`src/design/asr_pkg.sv`:
```
// shared constants and carrier types for the static memory host controller
package asr_pkg;
  localparam int ADDR_W = 20;
  localparam int DATA_W = 4;
  localparam int CLK_PERIOD_PS = 8000;
  // power-up wait before first access, in ns
  localparam int T_POWER_NS = 1000;
  localparam int T_POWER_CYC = (T_POWER_NS * 1000 + CLK_PERIOD_PS - 1) / CLK_PERIOD_PS;
  // read access from address or select, in ns (longest speed grade)
  localparam int T_ACC_NS = 15;
  localparam int T_ACC_CYC = (T_ACC_NS * 1000 + CLK_PERIOD_PS - 1) / CLK_PERIOD_PS;
  // write pulse width, in ns
  localparam int T_PWE_NS = 10;
  localparam int T_PWE_CYC = (T_PWE_NS * 1000 + CLK_PERIOD_PS - 1) / CLK_PERIOD_PS;
  // output turn-off after strobes rise, in ns
  localparam int T_HZ_NS = 7;
  localparam int T_HZ_CYC = (T_HZ_NS * 1000 + CLK_PERIOD_PS - 1) / CLK_PERIOD_PS;
  localparam int CNT_W = 8;

  typedef enum logic [2:0] {
    ASR_ST_POWER = 3'b000,
    ASR_ST_IDLE = 3'b001,
    ASR_ST_READ = 3'b010,
    ASR_ST_WRITE = 3'b011,
    ASR_ST_RECOVER = 3'b100
  } asr_state_t;

  // memory-side pins driven by the host
  typedef struct packed {
    logic chip_sel_n;
    logic out_en_n;
    logic wr_strobe_n;
    logic [ADDR_W-1:0] word_address;
    logic [DATA_W-1:0] data_lines_o;
    logic data_lines_oe;
  } asr_pins_t;

  typedef struct packed {
    asr_state_t st;
    logic [CNT_W-1:0] cnt;
    logic is_wr;
    asr_pins_t pins;
    logic ready;
    logic rd_valid;
    logic [DATA_W-1:0] rd_data;
  } asr_ctl_t;
endpackage

```
`src/design/asr_host.sv`:
```
// host controller for an asynchronous 1M x 4 static memory
// Functional notes
// - data held valid until write-ending edge
// - wait one microsecond before first access
// - address set on the same clock edge that select falls
// - host drivers off while device drives
// - write long enough for turnoff plus setup
`timescale 1ns/100ps
`default_nettype none
module asr_host #(
  parameter int ADDR_W = asr_pkg::ADDR_W,
  parameter int DATA_W = asr_pkg::DATA_W,
  parameter int POWER_CYC = asr_pkg::T_POWER_CYC
) (
  input wire logic ref_clk_in,
  input wire logic sys_rst_in,
  // user request port
  input wire logic req_valid_in,
  input wire logic req_write_in,
  input wire logic [ADDR_W-1:0] req_addr_in,
  input wire logic [DATA_W-1:0] req_wdata_in,
  output logic req_ready_out,
  output logic rd_valid_out,
  output logic [DATA_W-1:0] rd_data_out,
  // memory pins
  output logic chip_sel_n_out,
  output logic out_en_n_out,
  output logic wr_strobe_n_out,
  output logic [ADDR_W-1:0] word_address_out,
  output logic [DATA_W-1:0] data_lines_out,
  output logic data_lines_oe_out,
  input wire logic [DATA_W-1:0] data_lines_in
);
  asr_pkg::asr_ctl_t s_q;
  asr_pkg::asr_ctl_t s_d;
  logic tmr_load;
  logic [asr_pkg::CNT_W-1:0] tmr_val;
  logic tmr_done;
  logic [asr_pkg::CNT_W-1:0] pwr_cnt_q;
  logic pwr_done_q;

  // the power-up count gets its own counter, as wide (CNT_W bits) as the shared timer
  always_ff @(posedge ref_clk_in)
  begin
    if (sys_rst_in)
    begin
      pwr_cnt_q <= '0;
      pwr_done_q <= 1'b0;
    end
    else if (!pwr_done_q)
    begin
      pwr_cnt_q <= pwr_cnt_q + 1'b1;
      if (int'(pwr_cnt_q) >= POWER_CYC - 1)
        pwr_done_q <= 1'b1;
    end
  end

  asr_delay_cnt #(.W(asr_pkg::CNT_W)) u_tmr (
    .ref_clk_in(ref_clk_in),
    .sys_rst_in(sys_rst_in),
    .load_in(tmr_load),
    .value_in(tmr_val),
    .done_out(tmr_done)
  );

  // next-state logic; pins change at state boundaries (data_lines_oe drops one cycle into RECOVER), so address and select change on the same edge
  always_comb
  begin
    s_d = s_q;
    tmr_load = 1'b0;
    tmr_val = '0;
    s_d.rd_valid = 1'b0;
    unique case (s_q.st)
      asr_pkg::ASR_ST_POWER:
      begin
        if (pwr_done_q)
        begin
          s_d.st = asr_pkg::ASR_ST_IDLE;
          s_d.ready = 1'b1;
        end
      end
      asr_pkg::ASR_ST_IDLE:
      begin
        if (req_valid_in)
        begin
          s_d.ready = 1'b0;
          s_d.is_wr = req_write_in;
          s_d.pins.word_address = req_addr_in[asr_pkg::ADDR_W-1:0];
          s_d.pins.chip_sel_n = 1'b0;
          tmr_load = 1'b1;
          if (req_write_in)
          begin
            // output enable stays high on writes so the device never drives
            s_d.pins.out_en_n = 1'b1;
            s_d.pins.wr_strobe_n = 1'b0;
            s_d.pins.data_lines_o = req_wdata_in[asr_pkg::DATA_W-1:0];
            s_d.pins.data_lines_oe = 1'b1;
            tmr_val = asr_pkg::CNT_W'(asr_pkg::T_PWE_CYC);
            s_d.st = asr_pkg::ASR_ST_WRITE;
          end
          else
          begin
            s_d.pins.wr_strobe_n = 1'b1;
            s_d.pins.out_en_n = 1'b0;
            s_d.pins.data_lines_oe = 1'b0;
            tmr_val = asr_pkg::CNT_W'(asr_pkg::T_ACC_CYC);
            s_d.st = asr_pkg::ASR_ST_READ;
          end
        end
      end
      asr_pkg::ASR_ST_READ:
      begin
        if (tmr_done)
        begin
          s_d.rd_data = data_lines_in[asr_pkg::DATA_W-1:0];
          s_d.rd_valid = 1'b1;
          s_d.pins.chip_sel_n = 1'b1;
          s_d.pins.out_en_n = 1'b1;
          tmr_load = 1'b1;
          tmr_val = asr_pkg::CNT_W'(asr_pkg::T_HZ_CYC);
          s_d.st = asr_pkg::ASR_ST_RECOVER;
        end
      end
      asr_pkg::ASR_ST_WRITE:
      begin
        if (tmr_done)
        begin
          // both strobes rise together; data is held one more clock cycle for hold
          s_d.pins.chip_sel_n = 1'b1;
          s_d.pins.wr_strobe_n = 1'b1;
          tmr_load = 1'b1;
          tmr_val = asr_pkg::CNT_W'(1);
          s_d.st = asr_pkg::ASR_ST_RECOVER;
        end
      end
      asr_pkg::ASR_ST_RECOVER:
      begin
        s_d.pins.data_lines_oe = 1'b0;
        if (tmr_done)
        begin
          s_d.ready = 1'b1;
          s_d.st = asr_pkg::ASR_ST_IDLE;
        end
      end
      default:
      begin
        s_d.st = asr_pkg::ASR_ST_IDLE;
      end
    endcase
  end

  // single state register; reset puts pins in the idle, deselected level
  always_ff @(posedge ref_clk_in)
  begin
    if (sys_rst_in)
    begin
      s_q <= '0;
      s_q.st <= asr_pkg::ASR_ST_POWER;
      s_q.pins.chip_sel_n <= 1'b1;
      s_q.pins.out_en_n <= 1'b1;
      s_q.pins.wr_strobe_n <= 1'b1;
    end
    else
      s_q <= s_d;
  end

  assign req_ready_out = s_q.ready;
  assign rd_valid_out = s_q.rd_valid;
  assign rd_data_out = s_q.rd_data;
  assign chip_sel_n_out = s_q.pins.chip_sel_n;
  assign out_en_n_out = s_q.pins.out_en_n;
  assign wr_strobe_n_out = s_q.pins.wr_strobe_n;
  assign word_address_out = s_q.pins.word_address;
  assign data_lines_out = s_q.pins.data_lines_o;
  assign data_lines_oe_out = s_q.pins.data_lines_oe;

  property p_no_access_before_power;
    @(posedge ref_clk_in) disable iff (sys_rst_in)
      !pwr_done_q |-> chip_sel_n_out;
  endproperty
  a_no_access_before_power: assert property (p_no_access_before_power) else $error("access before power-up wait");

  property p_no_contention;
    @(posedge ref_clk_in) disable iff (sys_rst_in)
      data_lines_oe_out |-> out_en_n_out;
  endproperty
  a_no_contention: assert property (p_no_contention) else $error("host drives while output enabled");

  property p_addr_stable_selected;
    @(posedge ref_clk_in) disable iff (sys_rst_in)
      (!chip_sel_n_out && !$past(chip_sel_n_out)) |-> $stable(word_address_out);
  endproperty
  a_addr_stable_selected: assert property (p_addr_stable_selected) else $error("address moved while selected");

  property p_write_width;
    @(posedge ref_clk_in) disable iff (sys_rst_in)
      $fell(wr_strobe_n_out) |-> (!wr_strobe_n_out && !chip_sel_n_out && data_lines_oe_out)[*3] ##1 wr_strobe_n_out;
  endproperty
  a_write_width: assert property (p_write_width) else $error("write pulse width wrong");

  property p_data_hold;
    @(posedge ref_clk_in) disable iff (sys_rst_in)
      $rose(wr_strobe_n_out) |-> data_lines_oe_out && $rose(chip_sel_n_out);
  endproperty
  a_data_hold: assert property (p_data_hold) else $error("data not held past write end");

  property p_read_strobe_high;
    @(posedge ref_clk_in) disable iff (sys_rst_in)
      !out_en_n_out |-> wr_strobe_n_out && !chip_sel_n_out;
  endproperty
  a_read_strobe_high: assert property (p_read_strobe_high) else $error("read with write strobe low");

  property p_read_result;
    @(posedge ref_clk_in) disable iff (sys_rst_in)
      $fell(out_en_n_out) |-> ##3 rd_valid_out;
  endproperty
  a_read_result: assert property (p_read_result) else $error("read result late");

  property p_release_after_write;
    @(posedge ref_clk_in) disable iff (sys_rst_in)
      $rose(wr_strobe_n_out) |=> !data_lines_oe_out;
  endproperty
  a_release_after_write: assert property (p_release_after_write) else $error("data drive not released");
endmodule
`default_nettype wire

```
`src/design/asr_delay_cnt.sv`:
```
// loadable down counter used to time every phase of the access
`timescale 1ns/100ps
`default_nettype none
module asr_delay_cnt #(
  parameter int W = 8
) (
  input wire logic ref_clk_in,
  input wire logic sys_rst_in,
  input wire logic load_in,
  input wire logic [W-1:0] value_in,
  output logic done_out
);
  logic [W-1:0] cnt_q;
  // counts down to zero and holds; reset leaves it expired
  always_ff @(posedge ref_clk_in)
  begin
    if (sys_rst_in)
      cnt_q <= '0;
    else if (load_in)
      cnt_q <= value_in;
    else if (cnt_q != '0)
      cnt_q <= cnt_q - 1'b1;
  end
  assign done_out = (cnt_q == '0);
endmodule
`default_nettype wire

```
`config.mk`:
```
export PLATFORM = sky130hd
export DESIGN_NAME = asr_host
export DESIGN_NICKNAME = d
export VERILOG_FILES = /design/src/design/asr_pkg.sv /design/src/design/asr_host.sv /design/src/design/asr_delay_cnt.sv
export SDC_FILE = /design/constraint.sdc
export NUM_CORES = 1
export LEC_CHECK = 0
export BUFFER_PORTS_ARGS = -buffer_cell sky130_fd_sc_hd__buf_2
export CORE_ASPECT_RATIO = 0.7
export CORE_MARGIN = 10
export CORE_UTILIZATION = 56
export DETAILED_ROUTE_END_ITERATION = 8
export GPL_TIMING_DRIVEN = 0
export MAX_ROUTING_LAYER = met4
export PLACE_DENSITY = 0.87
export SLEW_MARGIN = 20
export SYNTH_ARGS = -nofsm -noshare
export SYNTH_HDL_FRONTEND = slang
export SYNTH_SLANG_ARGS = --single-unit
```
`constraint.sdc`:
```
create_clock -name ref_clk_in -period 2.85 [get_ports ref_clk_in]
set_input_delay 0.57 -clock ref_clk_in [delete_from_list [all_inputs] [get_ports ref_clk_in]]
set_output_delay 0.57 -clock ref_clk_in [all_outputs]
set_load 0.02 [all_outputs]
```
After elaboration in Yosys (flattened, before gate mapping)
Index checks and enable logic that the tools add are counted.
{"block": "totals", "reg_bits": 54, "input_bits": 32, "word_cells": 76}
{"block": "classes", "addsub": 2, "magnitude_cmp": 1, "eq_ne": 10, "muxes": 29, "n_bitwise": 1, "reduce_logical": 20}
{"cell": "29-bit two-way mux", "count": 1}
{"cell": "8-bit two-way mux", "count": 2}
{"cell": "3-bit two-way mux", "count": 4}
{"cell": "3-bit case mux with 4 select lines", "count": 1}
{"cell": "4-bit AND reduction", "count": 3}
{"cell": "2-bit != test, second input constant", "count": 5}
{"cell": "1-bit two-way mux", "count": 9}
{"cell": "3-bit AND reduction", "count": 3}
{"cell": "8-bit by 1-bit adder with 8-bit output, second input constant", "count": 1}
{"cell": "8-bit by 7-bit greater-or-equal comparator with 1-bit output, second input constant", "count": 1}
{"cell": "8-bit logical NOT", "count": 1}
{"cell": "1-bit case mux with 2 select lines", "count": 4}
{"cell": "2-bit nonzero test", "count": 4}
{"cell": "8-bit nonzero test", "count": 1}
{"cell": "8-bit by 1-bit subtractor with 8-bit output, second input constant", "count": 1}
{"cell": "3-bit by 2-bit equality test with 1-bit output, second input constant", "count": 2}
{"cell": "2-bit two-way mux", "count": 3}
{"cell": "1-bit case mux with 3 select lines", "count": 2}
{"cell": "2-bit AND reduction", "count": 3}
{"cell": "3-bit nonzero test", "count": 2}
{"cell": "5-bit two-way mux", "count": 1}
{"cell": "4-bit two-way mux", "count": 1}
{"cell": "2-bit case mux with 2 select lines", "count": 1}
{"cell": "2-bit OR reduction", "count": 2}
{"cell": "other kinds (5)", "count": 5}

Depth between registers and ports, before layout
{"block": "depth", "depth_word": 4, "depth_mapped": 6, "mapped_depth_nobuf": 5}

By module
Synthesis repeated with hierarchy kept, for this count alone.
{"block": "hier_totals", "cells_unflattened": 293, "area_unflattened_um2": 2449.8}
{"module": "asr_host", "instances": 1, "cells_per_inst": 240, "area_each_um2": 1974.4}
{"module": "asr_delay_cnt", "instances": 1, "cells_per_inst": 53, "area_each_um2": 475.5}

Worst setup path before layout
No wires, ideal clock.
{"block": "synth_path", "path_type": "reg2reg", "start": "register u_tmr.cnt_q[0]", "end": "register s_q (netlist bit rd_data_out[0])", "setup_time_ns": 0.072, "arrival_time_ns": 1.713, "path_slack_ns": 1.065, "stages_incl_launch_ff": 7, "path_buffers": 1, "synth_period_minus_slack_ns": 1.785, "path_cell_list": "dfxtp_1 > inv_1 > ha_1 > or4b_1 > buf_2 > nor4_4 > mux2i_1"}
{"block": "synth_via", "elab_chain_cells": 2}
{"item": "from (decl)", "line": "asr_delay_cnt.sv:13", "rtl": "logic [W-1:0] cnt_q;"}
{"item": "from (signal assigned)", "line": "asr_delay_cnt.sv:20", "rtl": "cnt_q <= value_in;"}
{"item": "from (signal assigned)", "line": "asr_delay_cnt.sv:22", "rtl": "cnt_q <= cnt_q - 1'b1;"}
{"item": "8-bit logical NOT", "line": "asr_delay_cnt.sv:24", "rtl": "assign done_out = (cnt_q == '0);"}
{"item": "2-bit AND reduction (no source line)"}
{"item": "to (decl)", "line": "asr_host.sv:34", "rtl": "asr_pkg::asr_ctl_t s_q;"}
No other way between the ends.
A chain may end at the register's enable or synchronous reset.

Worst setup path in the final report
{"block": "layout_path", "start": "register s_q[44] in the netlist's numbering", "end": "register u_tmr.cnt_q[6]"}
{"block": "layout_via", "elab_chain_cells": 4, "elab_cells_between_ends": 7, "classes_between": "eq/ne: 3; mux: 2; reduce/logical: 2"}
{"item": "3-bit by 2-bit equality test with 1-bit output", "line": "asr_host.sv:73", "rtl": "unique case (s_q.st)"}
{"item": "2-bit OR reduction (no source line)"}
{"item": "1-bit case mux with 2 select lines *", "line": "asr_host.sv:73"}
{"item": "8-bit two-way mux / 2-bit nonzero test (equally long branches)"}
Every way passes the cells marked *; elsewhere a longest branch is shown, timed or not.

==> impl_metrics.tcl <==
set metrics [dict create \
    status "complete, no violations" \
    start_util 0.5966 \
    cts.sinks 54 \
    p_leak_nw 1.233 \
    syn-num-nets 323 \
    critPathTopFamily "buffers and inverters" \
    syn_area_mm2 0.002411 \
    rsz0062_at_grt "no" \
    end_kind "flop" \
    worst_path_most_repeated_cell "clkbuf_1" \
    grtUsageTotal 0.1657 \
    ys_types 45 \
    hp-start "word_address_out[9]" \
    synth_compound_area_frac 0.1614 \
    grt_max_degree 17 \
    critical_path_required_ps 3090 \
    powerDensity_mw_per_mm2 561.7 \
    worst_pin_slew_ps 977.9 \
    crit_fanout 10 \
    routed_via_density 5.364 \
    grt_pass1_wl_um 9846 \
    syn-instance-count 288 \
    finalWorstSetupSlack_ps 752.5 \
    grt_pass1_vias 2102 \
    dr.pass1.iters 4 \
    setup_viol 0 \
    synthAdderAreaFrac 0.01557 \
    slowest_delay_ps 440 \
    syn_avg_cell_area_um2 8.372 \
    yosysTopAreaCell "dfxtp_1" \
    cp_num_buf_inv 3 \
    finalCritPeriodShare 0.7360 \
    numCtsBuffers 5 \
    final_layout_size_suffix_gt1_frac 0.2889 \
    r2r_cells 6 \
    hold_violations 0 \
    dp_hpwl_um 4545 \
    seq_area_frac_synth 0.4484 \
    fin_setup_tns_ps 0 \
    fin_skew_ps 9.079 \
    yosys-top-cells-count "nand2_1, dfxtp_1, a21oi_1" \
    post_cts_buffers 0 \
    hold_ws_ps 457.4 \
    synth.most_common_cell "nand2_1" \
    synth_mux_area_frac 0.02491 \
    crit_arrival_ps 2340 \
    syn2layout_area_growth_pct 19.56 \
    gp_congestion 0.8529 \
    worstHoldEndpoint "word_address_out[9]" \
    synth_top_area_frac 0.4484 \
    cts.clk_slew.worst_paths_ps 90 \
    synth_top_flop_cell "dfxtp_1" \
    ctsResizeCount 0 \
    die_h_um 74.90 \
    cts_tree "yes" \
    hold_depth 2 \
    die_area_mm2 0.007372 \
    root_buffer "clkbuf_8" \
    fin_crit_ps 2098 \
    ctsLongestPathBuffers 2 \
    yosysWarnings 0 \
    port_buffers 64 \
    relSlewSlack 0.3430 \
    htreeDepth 2 \
    cp_cell_sequence "clkbuf_1 -> nand4bb_1 -> clkbuf_1 -> clkbuf_1 -> nand2_1 -> a21oi_1" \
    r2r_start "s_q[44]" \
    nets 394 \
    synth_xor_xnor_area_share 0.01453 \
    hold_path_class "reg2reg" \
    n_antenna_cell 0 \
    ant_nets 0 \
    clkLatencyLatePin_ps 310 \
    clock.fmax_mhz 476.8 \
    synth_area_leaders "dfxtp_1, nand2_1, buf_4" \
    core_area_mm2 0.004041 \
    maxCapViolCount 0 \
    reg2reg_slack_ps 750 \
    critPathKind "reg2reg" \
    routed_wl_um 5992 \
    synth_edf_count 0 \
    ys_ff_latch 54 \
    first_iter_violations 107 \
    vias 2210 \
    slowest_stage "clkbuf_1" \
    hold_buffers 0 \
    ir_worst_vdd_mv 0.3190 \
    setup.worst_path.start_class "flop" \
    grt-ovfl-total 0 \
    async_flop_share 0 \
    pre_cts_slack_ps 738.2 \
    r2r_end "u_tmr.cnt_q[6]" \
    synth_top_family_by_area "simple AND/OR/NAND/NOR gates" \
    rows 19 \
    ios 66 \
    route.detailed.drc 0 \
    wl_per_cell_um 14.54 \
    synth-simple-area-share 0.2055 \
    die_w_um 98.43 \
    slew_violations 0 \
    grt_antenna_before_repair 0 \
]
==> tightest hold or removal path: stages (launching register included) <==
cell and delay, ps:
dfxtp_1 320, nand2_1 50, a21oi_1 50
==> worst max path at each step <==
stage / from / end / slack, ps / cells after the start
final: s_q[44] / u_tmr.cnt_q[6] / 750 / 6
after global routing: s_q[44] / u_tmr.cnt_q[6] / 490 / 6
after CTS: u_tmr.cnt_q[0] / rd_data_out[1] / 760 / 6
after detailed placement: req_valid_in / word_address_out[18] / 740 / 6
after global placement: req_valid_in / word_address_out[16] / 780 / 6
after floorplan: u_tmr.cnt_q[0] / rd_data_out[0] / 1070 / 6
==> flip-flops by register name, indices dropped and copies added, names as in the netlist, 3 cells and up <==
| signal | flops |
|---|---|
| data_lines_out | 4 |
| pwr_cnt_q | 8 |
| rd_data_out | 4 |
| s_q | 3 |
| u_tmr.cnt_q | 8 |
| word_address_out | 20 |
==> power breakdown <==
| group | total [W] | switching [W] | internal (W) | leakage [nW] |
|---|---|---|---|---|
| sequential | 0.000848 | 0.0000512 | 0.000796 | 0.437 |
| clock | 0.000420 | 0.000246 | 0.000174 | 0.0452 |
| combinational | 0.000351 | 0.000207 | 0.000144 | 0.751 |
==> metal layers <==
metal	share of wire	GRT usage	up-vias
met5	0	-	-
met4	0.018	0.07448	0
met3	0.071	0.04479	11
met2	0.45	0.2545	71
met1	0.46	0.2016	1028
li1	-	-	1100
==> per-stage QoR <==
step	util	std cells	total power, W	cell area [um^2]
after floorplan	-	288	0.001107	2411
after global placement	0.6920	404	0.001187	2796
after detailed placement	0.6920	404	0.001208	2796
after CTS	0.7133	412	0.001618	2883
after global routing	0.7133	412	0.001709	2883
final	0.7133	412	0.001619	2883
==> final cells by class <==
| type | instances | area, um^2 |
|---|---|---|
| fill | 330 | 1159 |
| timing repair buffer | 64 | 320.3 |
| clock buffer | 6 | 72.57 |
| clock inverter | 2 | 13.76 |
| inverter | 9 | 33.78 |
| buffer | 46 | 279.0 |
| multi-input combinational | 179 | 1017 |
| tap | 52 | 65.06 |
| sequential | 54 | 1081 |
==> cell families after synthesis <==
family	count (synthesis)
multiplexers	6
buffers and inverters	55
AO/OA/AOI/OAI	66
AND/OR/NAND/NOR	100
flip-flops	54
adder cells (fa/ha/maj)	3
XOR/XNOR	4
==> cells in the final DEF, fill, tap and decap left out, drive strengths merged, types with 4 or more instances in the layout <==
cell type  instances
inv                9
or3                4
dfxtp             54
o21ai             12
nand3             10
clkbuf            23
mux2i              6
buf               93
nand2             57
a21oi             38
nor2               7
(Power assumes the default switching activity.)
